File: src/rtl/comp_pkg.sv
/*
 * Shared constants for the dual comparator control block: register map,
 * field positions, reset values and input channel codes.
 * Assumes a 32-bit Avalon-MM register bus with byte addresses.
 */
package comp_pkg;
	// Sizes
	localparam int NUM_COMP = 2;
	localparam int ADDR_W = 5;
	localparam int PORT_W = 8;
	localparam int NEG_PINS = 4;

	// Register byte offsets
	localparam logic [ADDR_W-1:0] OFF_CTRL0_BASE = 5'h00;
	localparam logic [ADDR_W-1:0] OFF_CTRL1_BASE = 5'h04;
	localparam logic [ADDR_W-1:0] CTRL_STRIDE = 5'h08;
	localparam logic [ADDR_W-1:0] OFF_SHARED_RESULT = 5'h10;
	localparam logic [ADDR_W-1:0] OFF_IRQ_FLAG = 5'h14;
	localparam logic [ADDR_W-1:0] OFF_IRQ_ENABLE = 5'h18;

	// comp_control_reg0 fields
	localparam int CTL0_ENABLE = 7;
	localparam int CTL0_RESULT = 6;
	localparam int CTL0_INVERT = 4;
	localparam int CTL0_SPEED = 2;
	localparam int CTL0_HYST = 1;
	localparam int CTL0_SYNC = 0;

	// comp_control_reg1 fields
	localparam int CTL1_RISE = 7;
	localparam int CTL1_FALL = 6;
	localparam int CTL1_PCH_LSB = 3;
	localparam int CTL1_NCH_LSB = 0;

	// Reset values
	localparam logic [7:0] CTRL0_RESET = 8'h04;
	localparam logic [7:0] CTRL1_RESET = 8'h00;

	// Channel select codes
	localparam logic [2:0] POS_PIN = 3'h0;
	localparam logic [2:0] POS_DAC = 3'h5;
	localparam logic [2:0] POS_FVR = 3'h6;
	localparam logic [2:0] POS_GND = 3'h7;
	localparam logic [2:0] NEG_FVR = 3'h6;
	localparam logic [2:0] NEG_GND = 3'h7;
	localparam logic [2:0] NEG_PIN_LAST = 3'h3;

	// Bus slave states
	typedef enum logic [0:0] {
		BUS_IDLE = 1'b0,
		BUS_ANSWER = 1'b1
	} bus_state_t;
endpackage : comp_pkg

File: src/rtl/sync3.sv
/*
 * Three-stage synchroniser for one asynchronous level.
 * Assumes the input may change at any time relative to clk.
 */
`timescale 1ns/1ps
`default_nettype none
module sync3 (
	// Clock and reset
	input wire logic clk,
	input wire logic resetn,
	// Level in and out
	input wire logic async_in,
	output logic sync_out
);
	logic stage1;
	logic stage2;
	logic stage3;

	// Chain; output moves only once stages two and three agree
	always_ff @(posedge clk or negedge resetn)
	begin
		if (!resetn)
		begin
			stage1 <= 1'b0;
			stage2 <= 1'b0;
			stage3 <= 1'b0;
			sync_out <= 1'b0;
		end
		else
		begin
			stage1 <= async_in;
			stage2 <= stage1;
			stage3 <= stage2;
			if (stage2 == stage3)
				sync_out <= stage3;
		end
	end
endmodule : sync3
`default_nettype wire

File: src/rtl/comp_input_mux.sv
/*
 * Input channel decoder for one comparator: turns the channel fields into
 * registered analog switch enables.
 * Assumes the analog core closes a switch while its enable is high.
 */
`timescale 1ns/1ps
`default_nettype none
module comp_input_mux
	import comp_pkg::*;
(
	// Clock and reset
	input wire logic clk,
	input wire logic resetn,
	// Settings
	input wire logic comp_enable,
	input wire logic [2:0] positive_channel_sel,
	input wire logic [2:0] negative_channel_sel,
	// Positive switches
	output logic pos_pin,
	output logic pos_dac,
	output logic pos_fvr,
	output logic pos_gnd,
	// Negative switches
	output logic [comp_pkg::NEG_PINS-1:0] neg_pin,
	output logic neg_fvr,
	output logic neg_gnd
);
	import comp_pkg::*;

	// Decode codes; all switches open while disabled
	always_ff @(posedge clk or negedge resetn)
	begin
		if (!resetn)
		begin
			pos_pin <= 1'b0;
			pos_dac <= 1'b0;
			pos_fvr <= 1'b0;
			pos_gnd <= 1'b0;
			neg_pin <= '0;
			neg_fvr <= 1'b0;
			neg_gnd <= 1'b0;
		end
		else
		begin
			pos_pin <= comp_enable && positive_channel_sel == POS_PIN;
			pos_dac <= comp_enable && positive_channel_sel == POS_DAC;
			pos_fvr <= comp_enable && positive_channel_sel == POS_FVR;
			pos_gnd <= comp_enable && positive_channel_sel == POS_GND;
			for (int k = 0; k < NEG_PINS; k++)
				neg_pin[k] <= comp_enable && negative_channel_sel == 3'(k);
			neg_fvr <= comp_enable && negative_channel_sel == NEG_FVR;
			neg_gnd <= comp_enable && negative_channel_sel == NEG_GND;
		end
	end
endmodule : comp_input_mux
`default_nettype wire

File: src/rtl/dual_comparator_control.sv
/*
 * Digital control for two analog comparators: registers, output polarity,
 * instruction-cycle latch, timer-synchronised copy, edge interrupt flags,
 * wake request, waveform shutdown and analog-aware port read.
 * Assumes an Avalon-MM master on clk, asynchronous comparator results,
 * and a gate timer source clock that is slow against clk.
 */
// Register access over Avalon-MM and the placing of the registers were decided locally.
// Behaviour
// - raw result high when positive input exceeds negative input
// - enable bit runs comparator; clear powers it down
// - result readable in own control register and shared mirror register
// - internal output latched every instruction cycle
// - external output copies are unlatched unless sync mode chosen
// - polarity bit 0 passes result, 1 inverts it
// - inverting equals swapping the two inputs
// - hysteresis bit switches the input hysteresis on or off
// - each output offered as gate source to the gate timer
// - sync bit latches output on timer clock falling edge
// - enabled rising or falling output edge sets the interrupt flag
// - only software clears flag; a coinciding edge keeps it set
// - edges seen on polarity-adjusted output, even while disabled
// - positive field picks pin, converter, reference or ground
// - all inputs disconnected while comparator disabled
// - negative field picks a pin, reference or ground
// - active output with shutdown enable suspends waveform generator at once
// - sync outputs stop in sleep when timer runs from core clock
// - enabled comparator interrupt wakes device from sleep
// - pins set analog read back as zero
// - positive codes 111 ground, 110 reference, 101 converter, 000 pin
// - negative codes 111 ground, 110 reference, 011..000 pins
`timescale 1ns/1ps
`default_nettype none
module dual_comparator_control
	import comp_pkg::*;
(
	// Clock and reset
	input wire logic clk,
	input wire logic resetn,
	// Avalon-MM slave
	input wire logic [comp_pkg::ADDR_W-1:0] address,
	input wire logic read,
	input wire logic write,
	input wire logic [31:0] writedata,
	input wire logic [3:0] byteenable,
	output logic [31:0] readdata,
	output logic waitrequest,
	// Analog comparator cores
	input wire logic [comp_pkg::NUM_COMP-1:0] raw_result,
	output logic [comp_pkg::NUM_COMP-1:0] core_power_en,
	output logic [comp_pkg::NUM_COMP-1:0] core_speed_sel,
	output logic [comp_pkg::NUM_COMP-1:0] core_hysteresis_en,
	// Input switches per comparator
	output logic [comp_pkg::NUM_COMP-1:0] pos_pin_sw,
	output logic [comp_pkg::NUM_COMP-1:0] pos_dac_sw,
	output logic [comp_pkg::NUM_COMP-1:0] pos_fvr_sw,
	output logic [comp_pkg::NUM_COMP-1:0] pos_gnd_sw,
	output logic [comp_pkg::NUM_COMP*comp_pkg::NEG_PINS-1:0] neg_pin_sw,
	output logic [comp_pkg::NUM_COMP-1:0] neg_fvr_sw,
	output logic [comp_pkg::NUM_COMP-1:0] neg_gnd_sw,
	// Gate timer
	input wire logic timer_src_clk,
	input wire logic timer_src_is_core_clock,
	input wire logic sleep_mode,
	output logic [comp_pkg::NUM_COMP-1:0] gate_timer_src,
	// Waveform generator and pins
	input wire logic [comp_pkg::NUM_COMP-1:0] shutdown_source_enable,
	output logic waveform_shutdown,
	output logic [comp_pkg::NUM_COMP-1:0] pin_output,
	// Interrupt and wake
	output logic [comp_pkg::NUM_COMP-1:0] comp_irq_request,
	output logic wake_request,
	// Digital port read
	input wire logic [comp_pkg::PORT_W-1:0] pin_level,
	input wire logic [comp_pkg::PORT_W-1:0] analog_pin_select,
	output logic [comp_pkg::PORT_W-1:0] port_read_value
);
	import comp_pkg::*;

	// Bus slave state
	bus_state_t bus_state;
	logic access;
	logic wr_now;
	logic [7:0] wr_byte;

	// Software settings
	logic [NUM_COMP-1:0] comp_enable;
	logic [NUM_COMP-1:0] output_invert;
	logic [NUM_COMP-1:0] speed_sel;
	logic [NUM_COMP-1:0] hysteresis_enable;
	logic [NUM_COMP-1:0] timer_sync_enable;
	logic [NUM_COMP-1:0] rising_edge_irq_enable;
	logic [NUM_COMP-1:0] falling_edge_irq_enable;
	logic [2:0] positive_channel_sel [NUM_COMP];
	logic [2:0] negative_channel_sel [NUM_COMP];
	logic [NUM_COMP-1:0] comp_irq_enable;
	logic [NUM_COMP-1:0] comp_irq_flag;

	// Datapath
	logic [NUM_COMP-1:0] raw_sync;
	logic [NUM_COMP-1:0] comp_result_bit;
	logic [NUM_COMP-1:0] prev_result;
	logic [NUM_COMP-1:0] edge_hit;
	logic [NUM_COMP-1:0] flag_clear;
	logic [NUM_COMP-1:0] async_copy;
	logic [NUM_COMP-1:0] sync_copy;
	logic [NUM_COMP-1:0] ext_copy;
	logic tclk_sync;
	logic tclk_prev;
	logic tclk_fall;
	logic sync_halt;
	logic [PORT_W-1:0] pin_sync;

	// Request accepted in the answer cycle only
	assign access = read || write;
	assign waitrequest = access && bus_state == BUS_IDLE;
	assign wr_now = write && bus_state == BUS_ANSWER && byteenable[0];
	assign wr_byte = writedata[7:0];

	// One wait cycle per access, then answer
	always_ff @(posedge clk or negedge resetn)
	begin
		if (!resetn)
			bus_state <= BUS_IDLE;
		else
		begin
			case (bus_state)
				BUS_IDLE:
					if (access)
						bus_state <= BUS_ANSWER;
				BUS_ANSWER:
					bus_state <= BUS_IDLE;
				default:
					bus_state <= BUS_IDLE;
			endcase
		end
	end

	// Read data prepared during the wait cycle
	always_ff @(posedge clk or negedge resetn)
	begin
		if (!resetn)
			readdata <= '0;
		else if (read && bus_state == BUS_IDLE)
		begin
			readdata <= '0;
			for (int i = 0; i < NUM_COMP; i++)
			begin
				if (address == ADDR_W'(OFF_CTRL0_BASE + i * CTRL_STRIDE))
				begin
					readdata[CTL0_ENABLE] <= comp_enable[i];
					readdata[CTL0_RESULT] <= comp_result_bit[i];
					readdata[CTL0_INVERT] <= output_invert[i];
					readdata[CTL0_SPEED] <= speed_sel[i];
					readdata[CTL0_HYST] <= hysteresis_enable[i];
					readdata[CTL0_SYNC] <= timer_sync_enable[i];
				end
				if (address == ADDR_W'(OFF_CTRL1_BASE + i * CTRL_STRIDE))
				begin
					readdata[CTL1_RISE] <= rising_edge_irq_enable[i];
					readdata[CTL1_FALL] <= falling_edge_irq_enable[i];
					readdata[CTL1_PCH_LSB +: 3] <= positive_channel_sel[i];
					readdata[CTL1_NCH_LSB +: 3] <= negative_channel_sel[i];
				end
			end
			if (address == OFF_SHARED_RESULT)
				readdata[NUM_COMP-1:0] <= comp_result_bit;
			if (address == OFF_IRQ_FLAG)
				readdata[NUM_COMP-1:0] <= comp_irq_flag;
			if (address == OFF_IRQ_ENABLE)
				readdata[NUM_COMP-1:0] <= comp_irq_enable;
		end
	end

	// Interrupt enable register
	always_ff @(posedge clk or negedge resetn)
	begin
		if (!resetn)
			comp_irq_enable <= '0;
		else if (wr_now && address == OFF_IRQ_ENABLE)
			comp_irq_enable <= wr_byte[NUM_COMP-1:0];
	end

	// Timer source clock edge and sleep stop
	sync3 u_tclk_sync (
		.clk(clk),
		.resetn(resetn),
		.async_in(timer_src_clk),
		.sync_out(tclk_sync)
	);

	always_ff @(posedge clk or negedge resetn)
	begin
		if (!resetn)
			tclk_prev <= 1'b0;
		else
			tclk_prev <= tclk_sync;
	end

	assign tclk_fall = tclk_prev && !tclk_sync;
	assign sync_halt = sleep_mode && timer_src_is_core_clock;

	// Per comparator logic
	generate
		for (genvar i = 0; i < NUM_COMP; i++)
		begin : g_comp
			localparam logic [ADDR_W-1:0] A0 = ADDR_W'(OFF_CTRL0_BASE + i * CTRL_STRIDE);
			localparam logic [ADDR_W-1:0] A1 = ADDR_W'(OFF_CTRL1_BASE + i * CTRL_STRIDE);

			// Control register 0 fields
			always_ff @(posedge clk or negedge resetn)
			begin
				if (!resetn)
				begin
					comp_enable[i] <= CTRL0_RESET[CTL0_ENABLE];
					output_invert[i] <= CTRL0_RESET[CTL0_INVERT];
					speed_sel[i] <= CTRL0_RESET[CTL0_SPEED];
					hysteresis_enable[i] <= CTRL0_RESET[CTL0_HYST];
					timer_sync_enable[i] <= CTRL0_RESET[CTL0_SYNC];
				end
				else if (wr_now && address == A0)
				begin
					comp_enable[i] <= wr_byte[CTL0_ENABLE];
					output_invert[i] <= wr_byte[CTL0_INVERT];
					speed_sel[i] <= wr_byte[CTL0_SPEED];
					hysteresis_enable[i] <= wr_byte[CTL0_HYST];
					timer_sync_enable[i] <= wr_byte[CTL0_SYNC];
				end
			end

			// Control register 1 fields
			always_ff @(posedge clk or negedge resetn)
			begin
				if (!resetn)
				begin
					rising_edge_irq_enable[i] <= CTRL1_RESET[CTL1_RISE];
					falling_edge_irq_enable[i] <= CTRL1_RESET[CTL1_FALL];
					positive_channel_sel[i] <= CTRL1_RESET[CTL1_PCH_LSB +: 3];
					negative_channel_sel[i] <= CTRL1_RESET[CTL1_NCH_LSB +: 3];
				end
				else if (wr_now && address == A1)
				begin
					rising_edge_irq_enable[i] <= wr_byte[CTL1_RISE];
					falling_edge_irq_enable[i] <= wr_byte[CTL1_FALL];
					positive_channel_sel[i] <= wr_byte[CTL1_PCH_LSB +: 3];
					negative_channel_sel[i] <= wr_byte[CTL1_NCH_LSB +: 3];
				end
			end

			// Core controls follow the register bits
			assign core_power_en[i] = comp_enable[i];
			assign core_hysteresis_en[i] = comp_enable[i] && hysteresis_enable[i];
			assign core_speed_sel[i] = speed_sel[i];

			// Switch decode for both inputs
			comp_input_mux u_mux (
				.clk(clk),
				.resetn(resetn),
				.comp_enable(comp_enable[i]),
				.positive_channel_sel(positive_channel_sel[i]),
				.negative_channel_sel(negative_channel_sel[i]),
				.pos_pin(pos_pin_sw[i]),
				.pos_dac(pos_dac_sw[i]),
				.pos_fvr(pos_fvr_sw[i]),
				.pos_gnd(pos_gnd_sw[i]),
				.neg_pin(neg_pin_sw[i*NEG_PINS +: NEG_PINS]),
				.neg_fvr(neg_fvr_sw[i]),
				.neg_gnd(neg_gnd_sw[i])
			);

			// Raw result brought onto clk
			sync3 u_raw_sync (
				.clk(clk),
				.resetn(resetn),
				.async_in(raw_result[i]),
				.sync_out(raw_sync[i])
			);

			// Polarity applied, latched each cycle; disabled core reads as the polarity bit
			always_ff @(posedge clk or negedge resetn)
			begin
				if (!resetn)
					comp_result_bit[i] <= 1'b0;
				else
					comp_result_bit[i] <= (comp_enable[i] && raw_sync[i]) ^ output_invert[i];
			end

			// Previous value for edge detection
			always_ff @(posedge clk or negedge resetn)
			begin
				if (!resetn)
					prev_result[i] <= 1'b0;
				else
					prev_result[i] <= comp_result_bit[i];
			end

			// Qualified edges on the polarity-adjusted output
			assign edge_hit[i] = (rising_edge_irq_enable[i] && comp_result_bit[i] && !prev_result[i])
				|| (falling_edge_irq_enable[i] && !comp_result_bit[i] && prev_result[i]);
			assign flag_clear[i] = wr_now && address == OFF_IRQ_FLAG && wr_byte[i];

			// Sticky flag, write one to clear, new edge wins
			always_ff @(posedge clk or negedge resetn)
			begin
				if (!resetn)
					comp_irq_flag[i] <= 1'b0;
				else
					comp_irq_flag[i] <= edge_hit[i] || (comp_irq_flag[i] && !flag_clear[i]);
			end

			assign comp_irq_request[i] = comp_irq_flag[i] && comp_irq_enable[i];

			// Unlatched copy straight from the core
			assign async_copy[i] = (comp_enable[i] && raw_result[i]) ^ output_invert[i];

			// Copy resampled on timer clock falling edge
			always_ff @(posedge clk or negedge resetn)
			begin
				if (!resetn)
					sync_copy[i] <= 1'b0;
				else if (tclk_fall && !sync_halt)
					sync_copy[i] <= comp_result_bit[i];
			end

			// External destinations
			assign ext_copy[i] = timer_sync_enable[i] ? sync_copy[i] : async_copy[i];
			assign gate_timer_src[i] = ext_copy[i];
			assign pin_output[i] = ext_copy[i];
		end
	endgenerate

	// Any active source with its shutdown enable stops the generator
	assign waveform_shutdown = |(ext_copy & shutdown_source_enable);

	// Wake on any enabled pending comparator interrupt
	assign wake_request = |comp_irq_request;

	// Port read: pins synchronised, analog pins read zero
	generate
		for (genvar p = 0; p < PORT_W; p++)
		begin : g_pin
			sync3 u_pin_sync (
				.clk(clk),
				.resetn(resetn),
				.async_in(pin_level[p]),
				.sync_out(pin_sync[p])
			);
		end
	endgenerate

	always_ff @(posedge clk or negedge resetn)
	begin
		if (!resetn)
			port_read_value <= '0;
		else
			port_read_value <= pin_sync & ~analog_pin_select;
	end
endmodule : dual_comparator_control
`default_nettype wire

File: config.mk
export PLATFORM = sky130hd
export DESIGN_NAME = dual_comparator_control
export DESIGN_NICKNAME = d
export VERILOG_FILES = /design/src/rtl/comp_pkg.sv /design/src/rtl/sync3.sv /design/src/rtl/comp_input_mux.sv /design/src/rtl/dual_comparator_control.sv
export SDC_FILE = /design/constraint.sdc
export NUM_CORES = 1
export LEC_CHECK = 0
export ABC_AREA = 1
export CAP_MARGIN = 20
export CORE_MARGIN = 3
export CORE_UTILIZATION = 60
export CTS_CLUSTER_DIAMETER = 200
export DETAILED_ROUTE_END_ITERATION = 8
export DONT_BUFFER_PORTS = 1
export GPL_ROUTABILITY_DRIVEN = 0
export PLACE_DENSITY_LB_ADDON = 0.1
export SLEW_MARGIN = 20
export SYNTH_ARGS = -nofsm -noshare
export SYNTH_HDL_FRONTEND = slang
export SYNTH_SLANG_ARGS = --single-unit
File: constraint.sdc
create_clock -name clk -period 1.65 [get_ports clk]
set_clock_uncertainty 0.2 [all_clocks]
set_input_delay 0.0825 -clock clk [delete_from_list [all_inputs] [get_ports clk]]
set_output_delay 0.0825 -clock clk [all_outputs]
set_load 0.01 [all_outputs]
==> reports/metrics.yaml <==
yosys:
  synth_top_cell_by_area: "dfrtp_1"
  synthCells: 423
  syn_area_sq_um: 4630
  ys_seq_area_frac: 0.638
  synth_edf_count: 0
  netlist.area_leader.share: 0.627
  ys_dominant_reg_cell: "dfrtp_1"
  yosysUniqueCellTypes: 30
  yosysWarnings: 0
  async_flop_share: 1.00
  synth-seq-cells: 118
  syn_avg_cell_area_sq_um: 11.0
  yosys-top-cells-area: "dfrtp_1, buf_4, nand2_1"
routing:
  dr_total_vias: 2977
  dr.pass1.iters: 5
  drt_iter0_markers: 161
  routed_wl_mm: 9.09
  antenna_left: 0
  via_per_inst: 4.99
  drc: 0
  post_drt_wl_per_cell_um: 15.2
worst_setup_path:
  crit_arrival_ns: 1.44
  r2r_setup_slack_ns: 0.13
  worstReg2RegStart: "bus_state"
  crit_path_start_kind: "flop"
  path_cells: "nand2_1 > xor2_1 > a21oi_2 > a22o_1"
  worstSetupStartpoint: "core_power_en[0]"
  critPathRequiredTime_ns: 1.37
  crit_fanout: 2
  crit_path_end_kind: "output pin"
  max_stage_delay_ns: 0.37
  worstSetupPathType: "reg2out"
  ff2ff_path_depth: 2
  r2r-end: "bus_state"
  crit_slowest_cell: "dfrtp_1"
placement:
  dp_slack_ns: 0.247
  dp_hpwl_mm: 5.63
  port_buffers: 0
final_layout:
  drive_gt1_frac: 0.153
  final_common_cell: "dfrtp_1"
  layout.nets: 553
  final_cell_mix: "dfrtp_1, nand2_1, dlygate4sd3_1, inv_1, nor2_1"
  area_growth_syn_to_layout_pct: 23.8
  n_antenna_cell: 0
power_and_ir_drop:
  power.density_nw_per_um2: 1290
  leakage_nw: 2.69
  ir_drop_mv: 0.741
clock_tree:
  cts_tree: "built"
  hold_buffers: 57
  clock_path_buffers: 2
  path_clk_slew_ns: 0.06
  htree_levels: 4
  numClockSinks: 118
  clk_latency_ns: 0.50
  root_buffer: "clkbuf_8"
  cts_buffers: 17
global_route:
  grt.overflow.total: 0
  grt_pass1_wl_mm: 15.1
  grt_max_degree: 119
  grt_use_total: 0.228
  antenna_found_initial: 0
  grt_pass1_vias: 3023
floorplan:
  die_w_um: 93.9
  ios: 143
  core_sq_um: 7370
  rows: 31
  dieArea_sq_um: 8810
  die_y_um: 93.9
  initial_utilization: 0.629
sta:
  fmax_mhz: 579
  rsz0062_at_grt: "true"
  drv_slew: 0
  final_hold_viol_count: 118
  setup_violations: 3
  period_minus_slack_ns: 1.73
  hold_ws_ns: -0.926
  setup_slack_ns: -0.0762
  fin_crit_sh: 1.05
  setup_tns_ns: -0.0878
worst_hold_path:
  hold_class: "in2async"
status:
  outcome: "finished, violations left"
  violations: "negative hold slack, negative setup slack"
run:
  cap_violations: 0
-- worst max path at each step --
stage | slack, ns | endpoint
2_1_floorplan | 0.15 | waveform_shutdown
3_3_place_gp | 0.29 | core_power_en[0]
3_5_place_dp | 0.25 | output_invert[1]
4_1_cts | -0.10 | waveform_shutdown
5_1_grt | -0.14 | waveform_shutdown
6_report | -0.08 | waveform_shutdown
-- registers in the layout, indices dropped and copies added (netlist names), 6 cells and up --
name and flops:
g_comp.u_mux.neg_pin 8, g_pin.u_pin_sync.stage1 8, g_pin.u_pin_sync.stage2 8, g_pin.u_pin_sync.stage3 8, g_pin.u_pin_sync.sync_out 8, negative_channel_sel 6, port_read_value 8, positive_channel_sel 6
readdata 8
-- synthesized netlist by cell type, types with 4 or more instances --
master / n
inv_1: 37
nand3_1: 9
o21ai_2: 16
buf_4: 40
a41oi_1: 4
a21oi_1: 11
nor2_4: 4
nand4_1: 8
nand2_1: 75
o21ai_1: 14
nor3_1: 10
dfrtp_1: 116
nor2_1: 33
inv_2: 4
nand2_2: 7
maj3_1: 11
-- critical path, delay by kind of cell, from the launching register on --
kind | cells | cell delay, ns
AO/OA/AOI/OAI | 2 | 0.32
XOR/XNOR | 1 | 0.18
flip-flops | 1 | 0.37
AND/OR/NAND/NOR | 1 | 0.07
-- cell type report --
class                           count  area, sq um
Clock buffer                       21          439
Fill cell                         471         1640
Multi-Input combinational cell    243         1290
Timing Repair Buffer               64          623
Clock inverter                     11          150
Sequential cell                   118         2960
Inverter                           41          154
Tap cell                           99          124
-- metal layers --
metal,track usage,share of wire
met1,0.293,0.41
met2,0.374,0.52
met3,0.0617,0.058
met4,0.0830,0.011
met5,0,0
-- power by group --
part | total, mW | leakage [nW] | switching [mW] | internal (mW)
logic | 0.537 | 0.913 | 0.288 | 0.249
clock network | 3.58 | 0.282 | 1.24 | 2.34
registers | 3.29 | 1.49 | 0.183 | 3.11
-- kinds of logic after synthesis --
group	synth area share
compound gates	0.0721
xor+xnor	0.00756
buf+inv	0.105
flops	0.638
fa+ha+maj	0.0238
simple gates	0.153
other cells	0.000810
-- timing repair --
item,CTS,global route
gates resized for setup,1,2
setup buffers,1,0
setup endpoints to repair,5,10
endpoints found under the hold margin,178,118
pin swaps,2,1
-- stage by stage --
step           cell area, sq um  total power, mW  std cells   util  hold slack (ns)
4_1_cts                    5730             7.46        597  0.777           -0.952
5_1_grt                    5730             7.71        597  0.778           -0.947
2_1_floorplan              4720             3.67        446      -           -0.413
3_5_place_dp               4550             3.73        507  0.618           -0.411
3_3_place_gp               4550             3.72        507  0.618           -0.411
6_report                   5730             7.41        597  0.778           -0.926
Power figures use the tool's default switching activity.
